### src/hdl/dps_regs.vh
`ifndef DPS_REGS_VH
`define DPS_REGS_VH

// ****************************************
// Bus geometry
// ****************************************
`define DPS_ADDR_W 16
`define DPS_NUM_REGS 14
`define DPS_IDX_W 4
`define DPS_IDX_NONE 4'hf

// ****************************************
// Register byte offsets
// ****************************************
`define DPS_OFF_ODT_RD_LO 16'h1368
`define DPS_OFF_ODT_RD_HI 16'h136c
`define DPS_OFF_DQ_A 16'h1380
`define DPS_OFF_DQ_B 16'h1384
`define DPS_OFF_DQ_C 16'h1388
`define DPS_OFF_DQ_D 16'h138c
`define DPS_OFF_DQ_CHK 16'h1390
`define DPS_OFF_ODT_RANK 16'h13b0
`define DPS_OFF_USER0 16'h1408
`define DPS_OFF_USER1 16'h140c
`define DPS_OFF_RESP_DLY 16'h1610
`define DPS_OFF_DISC_TO 16'h1614
`define DPS_OFF_ODT_WR 16'h13b4
`define DPS_OFF_WDQ_CTRL 16'h1620

// ****************************************
// Register indices into the shadow bank
// ****************************************
`define DPS_IX_ODT_RD_LO 4'h0
`define DPS_IX_ODT_RD_HI 4'h1
`define DPS_IX_DQ_A 4'h2
`define DPS_IX_DQ_B 4'h3
`define DPS_IX_DQ_C 4'h4
`define DPS_IX_DQ_D 4'h5
`define DPS_IX_DQ_CHK 4'h6
`define DPS_IX_ODT_RANK 4'h7
`define DPS_IX_USER0 4'h8
`define DPS_IX_USER1 4'h9
`define DPS_IX_RESP_DLY 4'ha
`define DPS_IX_DISC_TO 4'hb
`define DPS_IX_ODT_WR 4'hc
`define DPS_IX_WDQ_CTRL 4'hd

// ****************************************
// Reset values
// ****************************************
`define DPS_RST_ZERO 32'h00000000
`define DPS_RST_DISC_TO 32'h0000000f

// ****************************************
// Controller state codes
// ****************************************
`define DPS_ST_W 3
`define DPS_ST_CONFIG 3'h0
`define DPS_ST_LOW_POWER 3'h1
`define DPS_ST_PAUSED 3'h2

// ****************************************
// AXI responses
// ****************************************
`define DPS_RESP_OKAY 2'h0
`define DPS_RESP_SLVERR 2'h2
`define DPS_RESP_DECERR 2'h3

`endif

### src/hdl/dps_axil_wr.v
`timescale 1ns/1ps
`include "dps_regs.vh"

module dps_axil_wr (
  input wire clk, // System clock
  input wire rst, // Synchronous reset, high
  input wire awvalid, // Write address valid
  output reg awready, // Write address ready
  input wire aw_mapped, // Address hits a shadow register
  input wire wvalid, // Write data valid
  output reg wready, // Write data ready
  output reg bvalid, // Write response valid
  input wire bready, // Write response ready
  output reg [1:0] bresp // Write response code
);

  reg aw_got;
  reg w_got;
  wire aw_hit;
  wire w_hit;
  wire aw_n;
  wire w_n;

  // Address and data may be taken in either order
  assign aw_hit = awvalid & awready;
  assign w_hit = wvalid & wready;
  assign aw_n = aw_got | aw_hit;
  assign w_n = w_got | w_hit;

  // Every write is dropped; mapped ones answer SLVERR so software sees they did nothing
  always @(posedge clk) begin
    if (rst) begin
      awready <= 1'b0;
      wready <= 1'b0;
      bvalid <= 1'b0;
      bresp <= `DPS_RESP_OKAY;
      aw_got <= 1'b0;
      w_got <= 1'b0;
    end else if (bvalid) begin
      if (bready) begin
        bvalid <= 1'b0;
        awready <= 1'b1;
        wready <= 1'b1;
      end
    end else begin
      if (aw_hit) begin
        bresp <= aw_mapped ? `DPS_RESP_SLVERR : `DPS_RESP_DECERR;
      end
      if (aw_n & w_n) begin
        bvalid <= 1'b1;
        aw_got <= 1'b0;
        w_got <= 1'b0;
        awready <= 1'b0;
        wready <= 1'b0;
      end else begin
        aw_got <= aw_n;
        w_got <= w_n;
        awready <= ~aw_n;
        wready <= ~w_n;
      end
    end
  end

endmodule

### src/hdl/dps_shadow_regs.v
`timescale 1ns/1ps
`include "dps_regs.vh"

module dps_shadow_regs (
  input wire clk, // System clock, 100 MHz
  input wire rst, // Synchronous reset, high
  input wire [`DPS_ST_W-1:0] ctrl_state, // Controller state code
  input wire [31:0] pend_odt_rd_lo, // Programmed read ODT control, low word
  input wire [31:0] pend_odt_rd_hi, // Programmed read ODT control, high word
  input wire [31:0] pend_dq_a, // Programmed DQ map, nibble word a
  input wire [31:0] pend_dq_b, // Programmed DQ map, nibble word b
  input wire [31:0] pend_dq_c, // Programmed DQ map, nibble word c
  input wire [31:0] pend_dq_d, // Programmed DQ map, nibble word d
  input wire [31:0] pend_dq_chk, // Programmed DQ map, check bits
  input wire [31:0] pend_odt_rank, // Programmed ODT rank map
  input wire [31:0] pend_user0, // Programmed user word 0
  input wire [31:0] pend_user1, // Programmed user word 1
  input wire [31:0] pend_resp_dly, // Programmed training response delay
  input wire [31:0] pend_disc_to, // Programmed disconnect timeout
  input wire [31:0] pend_odt_wr, // Programmed ODT write map
  input wire [31:0] pend_wdq_ctrl, // Programmed write-DQ training control
  output wire [31:0] odt_read_ctrl_low, // Active read ODT, low word
  output wire [31:0] odt_read_ctrl_high, // Active read ODT, high word
  output wire [127:0] dq_bitmap_nibbles, // Active DQ map, words d,c,b,a
  output wire [31:0] dq_bitmap_checkbits, // Active DQ map, check bits
  output wire [31:0] odt_pin_rank_map, // Active ODT rank map
  output wire [31:0] odt_pin_write_map, // Active ODT write map
  output wire [31:0] user_output_word0, // User output word 0
  output wire [31:0] user_output_word1, // User output word 1
  output wire [31:0] buffer_train_resp_delay, // Active response delay
  output wire [31:0] train_disconnect_timeout, // Active disconnect timeout
  output wire [31:0] write_dq_train_ctrl, // Active write-DQ training control
  input wire [`DPS_ADDR_W-1:0] s_axi_awaddr, // Write address
  input wire [2:0] s_axi_awprot, // Write protection, unused
  input wire s_axi_awvalid, // Write address valid
  output wire s_axi_awready, // Write address ready
  input wire [31:0] s_axi_wdata, // Write data, ignored
  input wire [3:0] s_axi_wstrb, // Write strobes, ignored
  input wire s_axi_wvalid, // Write data valid
  output wire s_axi_wready, // Write data ready
  output wire [1:0] s_axi_bresp, // Write response
  output wire s_axi_bvalid, // Write response valid
  input wire s_axi_bready, // Write response ready
  input wire [`DPS_ADDR_W-1:0] s_axi_araddr, // Read address
  input wire [2:0] s_axi_arprot, // Read protection, unused
  input wire s_axi_arvalid, // Read address valid
  output reg s_axi_arready, // Read address ready
  output reg [31:0] s_axi_rdata, // Read data
  output reg [1:0] s_axi_rresp, // Read response
  output reg s_axi_rvalid, // Read data valid
  input wire s_axi_rready // Read data ready
);

  // ****************************************
  // Decoding
  // ****************************************

  // Byte address to shadow index; unmapped gives the none code
  function [`DPS_IDX_W-1:0] dps_index;
    input [`DPS_ADDR_W-1:0] addr;
    begin
      case (addr)
        `DPS_OFF_ODT_RD_LO: dps_index = `DPS_IX_ODT_RD_LO;
        `DPS_OFF_ODT_RD_HI: dps_index = `DPS_IX_ODT_RD_HI;
        `DPS_OFF_DQ_A: dps_index = `DPS_IX_DQ_A;
        `DPS_OFF_DQ_B: dps_index = `DPS_IX_DQ_B;
        `DPS_OFF_DQ_C: dps_index = `DPS_IX_DQ_C;
        `DPS_OFF_DQ_D: dps_index = `DPS_IX_DQ_D;
        `DPS_OFF_DQ_CHK: dps_index = `DPS_IX_DQ_CHK;
        `DPS_OFF_ODT_RANK: dps_index = `DPS_IX_ODT_RANK;
        `DPS_OFF_USER0: dps_index = `DPS_IX_USER0;
        `DPS_OFF_USER1: dps_index = `DPS_IX_USER1;
        `DPS_OFF_RESP_DLY: dps_index = `DPS_IX_RESP_DLY;
        `DPS_OFF_DISC_TO: dps_index = `DPS_IX_DISC_TO;
        `DPS_OFF_ODT_WR: dps_index = `DPS_IX_ODT_WR;
        `DPS_OFF_WDQ_CTRL: dps_index = `DPS_IX_WDQ_CTRL;
        default: dps_index = `DPS_IDX_NONE;
      endcase
    end
  endfunction

  // Reset value of each shadow, by index
  function [31:0] dps_reset_val;
    input integer idx;
    begin
      if (idx == `DPS_IX_DISC_TO) begin
        dps_reset_val = `DPS_RST_DISC_TO;
      end else begin
        dps_reset_val = `DPS_RST_ZERO;
      end
    end
  endfunction

  // User words follow the programmed value in every state
  function dps_always_live;
    input integer idx;
    begin
      dps_always_live = (idx == `DPS_IX_USER0) || (idx == `DPS_IX_USER1);
    end
  endfunction

  // ****************************************
  // Shadow bank
  // ****************************************

  wire [`DPS_NUM_REGS*32-1:0] pend_flat;
  wire [`DPS_NUM_REGS*32-1:0] shadow_flat;
  wire state_quiet;
  wire [`DPS_IDX_W-1:0] ar_idx;
  wire [`DPS_IDX_W-1:0] aw_idx;

  // Programmed words packed by index, highest index first
  assign pend_flat = {pend_wdq_ctrl, pend_odt_wr, pend_disc_to, pend_resp_dly,
                      pend_user1, pend_user0, pend_odt_rank, pend_dq_chk,
                      pend_dq_d, pend_dq_c, pend_dq_b, pend_dq_a,
                      pend_odt_rd_hi, pend_odt_rd_lo};

  // Traffic-sensitive settings move only while no DRAM traffic depends on them
  assign state_quiet = (ctrl_state == `DPS_ST_CONFIG) ||
                       (ctrl_state == `DPS_ST_LOW_POWER) ||
                       (ctrl_state == `DPS_ST_PAUSED);

  // One gated shadow word per register
  genvar gi;
  generate
    for (gi = 0; gi < `DPS_NUM_REGS; gi = gi + 1) begin : g_shadow
      dps_shadow_word #(
        .RESET_VAL(dps_reset_val(gi))
      ) u_word (
        .clk(clk),
        .rst(rst),
        .load_en(dps_always_live(gi) | state_quiet),
        .pend_val(pend_flat[gi*32 +: 32]),
        .shadow_reg(shadow_flat[gi*32 +: 32])
      );
    end
  endgenerate

  // ****************************************
  // Controller-facing outputs
  // ****************************************

  // Read termination settings for active and inactive ranks
  assign odt_read_ctrl_low = shadow_flat[`DPS_IX_ODT_RD_LO*32 +: 32];
  assign odt_read_ctrl_high = shadow_flat[`DPS_IX_ODT_RD_HI*32 +: 32];
  // Per-nibble map indices feed the CRC bit-order compensation
  assign dq_bitmap_nibbles = shadow_flat[`DPS_IX_DQ_A*32 +: 128];
  // Check-bit nibbles keep their own map; software must fill it correctly
  assign dq_bitmap_checkbits = shadow_flat[`DPS_IX_DQ_CHK*32 +: 32];
  // ODT line ownership per rank, and lines raised during writes
  assign odt_pin_rank_map = shadow_flat[`DPS_IX_ODT_RANK*32 +: 32];
  assign odt_pin_write_map = shadow_flat[`DPS_IX_ODT_WR*32 +: 32];
  // User words straight from their shadow flops
  assign user_output_word0 = shadow_flat[`DPS_IX_USER0*32 +: 32];
  assign user_output_word1 = shadow_flat[`DPS_IX_USER1*32 +: 32];
  // Response or read-data delay; must cover board round trip
  assign buffer_train_resp_delay = shadow_flat[`DPS_IX_RESP_DLY*32 +: 32];
  // Shared disconnect timeout for every training interface
  assign train_disconnect_timeout = shadow_flat[`DPS_IX_DISC_TO*32 +: 32];
  assign write_dq_train_ctrl = shadow_flat[`DPS_IX_WDQ_CTRL*32 +: 32];

  // ****************************************
  // AXI4-Lite write side
  // ****************************************

  assign aw_idx = dps_index(s_axi_awaddr);

  // Writes are answered but never reach the bank
  dps_axil_wr u_wr (
    .clk(clk),
    .rst(rst),
    .awvalid(s_axi_awvalid),
    .awready(s_axi_awready),
    .aw_mapped(aw_idx != `DPS_IDX_NONE),
    .wvalid(s_axi_wvalid),
    .wready(s_axi_wready),
    .bvalid(s_axi_bvalid),
    .bready(s_axi_bready),
    .bresp(s_axi_bresp)
  );

  // ****************************************
  // AXI4-Lite read side
  // ****************************************

  assign ar_idx = dps_index(s_axi_araddr);

  // One read in flight; data captured at the address handshake so it stays stable
  always @(posedge clk) begin
    if (rst) begin
      s_axi_arready <= 1'b0;
      s_axi_rvalid <= 1'b0;
      s_axi_rdata <= `DPS_RST_ZERO;
      s_axi_rresp <= `DPS_RESP_OKAY;
    end else if (s_axi_rvalid) begin
      if (s_axi_rready) begin
        s_axi_rvalid <= 1'b0;
        s_axi_arready <= 1'b1;
      end
    end else if (s_axi_arvalid & s_axi_arready) begin
      s_axi_arready <= 1'b0;
      s_axi_rvalid <= 1'b1;
      if (ar_idx == `DPS_IDX_NONE) begin
        s_axi_rdata <= `DPS_RST_ZERO;
        s_axi_rresp <= `DPS_RESP_DECERR;
      end else begin
        s_axi_rdata <= shadow_flat[ar_idx*32 +: 32];
        s_axi_rresp <= `DPS_RESP_OKAY;
      end
    end else begin
      s_axi_arready <= 1'b1;
    end
  end

endmodule

### src/hdl/dps_shadow_word.v
`timescale 1ns/1ps
`include "dps_regs.vh"

module dps_shadow_word #(
  parameter [31:0] RESET_VAL = `DPS_RST_ZERO
) (
  input wire clk, // System clock
  input wire rst, // Synchronous reset, high
  input wire load_en, // Copy allowed this cycle
  input wire [31:0] pend_val, // Programmed value to mirror
  output reg [31:0] shadow_reg // Active value
);

  // Hold the active copy; only reset and the gate decide when it moves
  always @(posedge clk) begin
    if (rst) begin
      shadow_reg <= RESET_VAL;
    end else if (load_en) begin
      shadow_reg <= pend_val;
    end
  end

endmodule

### config.mk
export PLATFORM = sky130hd
export DESIGN_NAME = dps_shadow_regs
export DESIGN_NICKNAME = d
export VERILOG_FILES = /design/src/hdl/dps_axil_wr.v /design/src/hdl/dps_shadow_regs.v /design/src/hdl/dps_shadow_word.v
export VERILOG_INCLUDE_DIRS = /design/src /design/src/hdl
export SDC_FILE = /design/constraint.sdc
export NUM_CORES = 1
export LEC_CHECK = 0
export BUFFER_PORTS_ARGS = -buffer_cell sky130_fd_sc_hd__clkbuf_2
export CAP_MARGIN = 20
export CORE_AREA = 2 2 394 396
export DETAILED_ROUTE_END_ITERATION = 7
export DIE_AREA = 0 0 396 398
export GPL_TIMING_DRIVEN = 0
export PLACE_DENSITY_LB_ADDON = 0.25
export SLEW_MARGIN = 20
export SYNTH_ARGS = -nofsm -noshare
export SYNTH_HDL_FRONTEND = slang
export SYNTH_SLANG_ARGS = --single-unit
export TNS_END_PERCENT = 30
### constraint.sdc
create_clock -name clk -period 5.1 [get_ports clk]
set_input_delay 1.02 -clock clk [delete_from_list [all_inputs] [get_ports clk]]
set_output_delay 1.02 -clock clk [all_outputs]
set_load 0.02 [all_outputs]
==> run metrics <==
status completed; Die Y 398 µm; Static Leak ~0.014 µW; Syn. warnings 0; worst skew pair latency 0.65 ns; fillcell total 17560; Residual DRC 0; relative slew slack between 10 and 15%; Syn-to-layout area delta 47.96%; Yosys top cell by area dfxtp_1; Clk pwr share 46.0%; final instance area 30690 µm²; RSZ-0062 raised after global routing no; largest net degree at the start of global routing 12; Post-DRT Antenna Nets 0; Gate power share 14.3%; H-tree levels 3; worst hold path class reg -> reg; Primary FF master, synth dfxtp_1; P_sw 3324 µW; grt peak-use layer met2; Post-synth EDFFs 0; CP max FO 10; Die ar. approximately 160000 µm²; initial antenna violation count 26; Worst EP required around 5.7 ns; max reg flops between 400 and 500; met1 Use GR a little over a quarter; setup bufs post-CTS 0; Placed Area 28370 µm²; sequential cell area 9809 µm²; Multi-input gate area 10090 µm²; TritonCTS clock tree done; minimum clock period around 4.4 ns; DRC violation total after the first TritonRoute iteration 1579; Crit path buffers/inverters 5; Initial Util 13.53%; vias in the first global route 22820; CP startpoint s_axi_araddr[11]; CTS max path bufs 3; Worst setup EP type register; DIE WIDTH 396 µm; WHS 0.4664 ns; Post-Syn Instances ~2500; First-pass DRT Iterations 8; max cap viols 0; Worst Path Class, Setup in -> reg; total clock sinks 490; # IOs around 1000; period utilization a little under nine tenths; Critical Path Start Type primary input; hold_sp g_shadow[4].u_word.shadow_reg[19]; final net count 4121; setup ws final 0.7176 ns; fmax ~0.23 GHz; Slew @ Worst Pin about 1.3 ns; Root Driver clkbuf_16; Hold Vio Cnt, Final 0; Flop pwr share 39.7%; Cell Area, Synth 20740 µm²; cell family with most CP delay simple AND/OR/NAND/NOR gates; Critical Path Max Stage Delay 0.72 ns; Num CTS Buffers 67; Total GRT Usage a little over a fifth; power density cells 350.6 nW/µm²; HPWL after DPL 147900 µm; overall power 10760 µW; core area 153300 µm²; global-route wire length before repair 219800 µm; asr flop ratio synth 0%; share of the synthesized area in the top cell type ~47%; CP arrival 4.96 ns; post-route setup TNS 0 ns; ratio of cells with drive above 1 in the final layout 33.70%; total number of placement rows 144; register bit total from synthesis 490; Setup-failing EPs final 0; Critical Path, Cell by Cell clkbuf_2, or4_1, buf_2, a211o_1, a21boi_2, buf_6, buf_6, buf_4, nand2_1, nand3_1, o2111ai_1, nand3_1; worst r2r src s_axi_rvalid; slowest CP cell or4_1; sw frac between 30% and 40%; Worst R2R Setup Slack 1.88 ns; Peak VDD IR 0.2035 mV; Setup WS pre-CTS -0.004903 ns; GRT met3 Usage 4.353%; GRT met2 Usage 35.82%; vias per cell 4.085; top post-synthesis cells by area dfxtp_1 (47%), nand2_1 (15%), a21oi_1 (11%); Yosys cell types 75; P_int 7437 µW; via count 23290; wire per inst slightly above 30 µm; port bufs 975; total gr overflow 0; Placer Congestion about 0.90; WL final approximately 170000 µm; sequential-to-total area share from yosys stat 47.29%; clock transition at the registers of the reported paths 0.06 ns; clk_skew between 0.02 and 0.03 ns; pins over their slew limit 0; PostCTS Resize Cnt 0; Mean Syn Cell Area 8.183 µm²; Syn Nets 3067; Hold-fix buffers, CTS 0
==> power by group through the flow <==
stage	logic, µW	registers, µW	clock network [µW]
detailed placement	1560	4360	0
floorplan	452	4490	0
global route	1640	4290	5230
CTS	1560	4280	5100
global placement	1550	4360	0
finish	1530	4280	4950
==> routing by layer <==
| layer | wire length [µm] | up-vias |
|---|---|---|
| met2 | 82720 | 921 |
| li1 | - | 10810 |
| met1 | 75950 | 11380 |
| met4 | 4117 | 10 |
| met3 | 10220 | 173 |
| met5 | 65 | - |
==> layout make-up <==
class	count	area share (%)
timing repair buffer	985	16.30
buffer	193	3.025
sequential	490	31.96
antenna	16	0.1304
clock inverter	28	1.145
multi-input combinational	1847	32.87
inverter	5	0.06115
tap	2044	8.332
clock buffer	93	6.176
==> path summary, 6_finish.rpt <==
check | end | depth (start not counted)
min reg2reg | g_shadow[4].u_word.shadow_reg[19] | 2
min | g_shadow[4].u_word.shadow_reg[19] | 2
max reg2reg | s_axi_rdata[29] | 7
max | s_axi_rdata[29] | 12
==> logic make-up after synthesis <==
family / Yosys count / share of synthesized area (%)
buf+inv: 198 / 4.451
compound gates: 623 / 17.63
mux: 190 / 9.458
simple gates: 1034 / 21.17
flops: 490 / 47.29
==> per-stage QoR <==
stage                     cells  util (%)
final                      5701     20.02
after global routing       5686     19.99
after CTS                  5683     19.97
after detailed placement   5562     18.51
after global placement     5554     18.38
after floorplan            2535         -
==> synthesized netlist by cell type (all sizes together) (16+ instances only) <==
master  number
o22ai       21
nand2      833
nor3        17
nor2        31
nand3       23
o221ai      16
buf         54
a22o        35
dfxtp      490
clkbuf     139
o21ai       50
mux2i      142
a21oi      440
mux2        48
nor2b       67
==> layout by cell type (no fill, tap or decap), types with 21 or more instances in the layout <==
master / netlist / routed
a21oi_1: 440 / 438
a22o_1: 35 / 35
clkbuf_1: 138 / 136
clkbuf_16: 0 / 68
clkbuf_2: 1 / 993
dfxtp_1: 490 / 490
mux2_2: 34 / 34
mux2i_1: 142 / 142
nand2_1: 832 / 832
nand3_1: 23 / 23
nor2_1: 30 / 30
nor2b_1: 67 / 67
o21ai_0: 31 / 30
o22ai_1: 21 / 21
==> worst min-delay path: stages, from the launching register on <==
cell	delay, ns
dfxtp_1	0.31
nand2_1	0.05
a21oi_1	0.05
No activity file was read; power rests on OpenSTA's default activity.
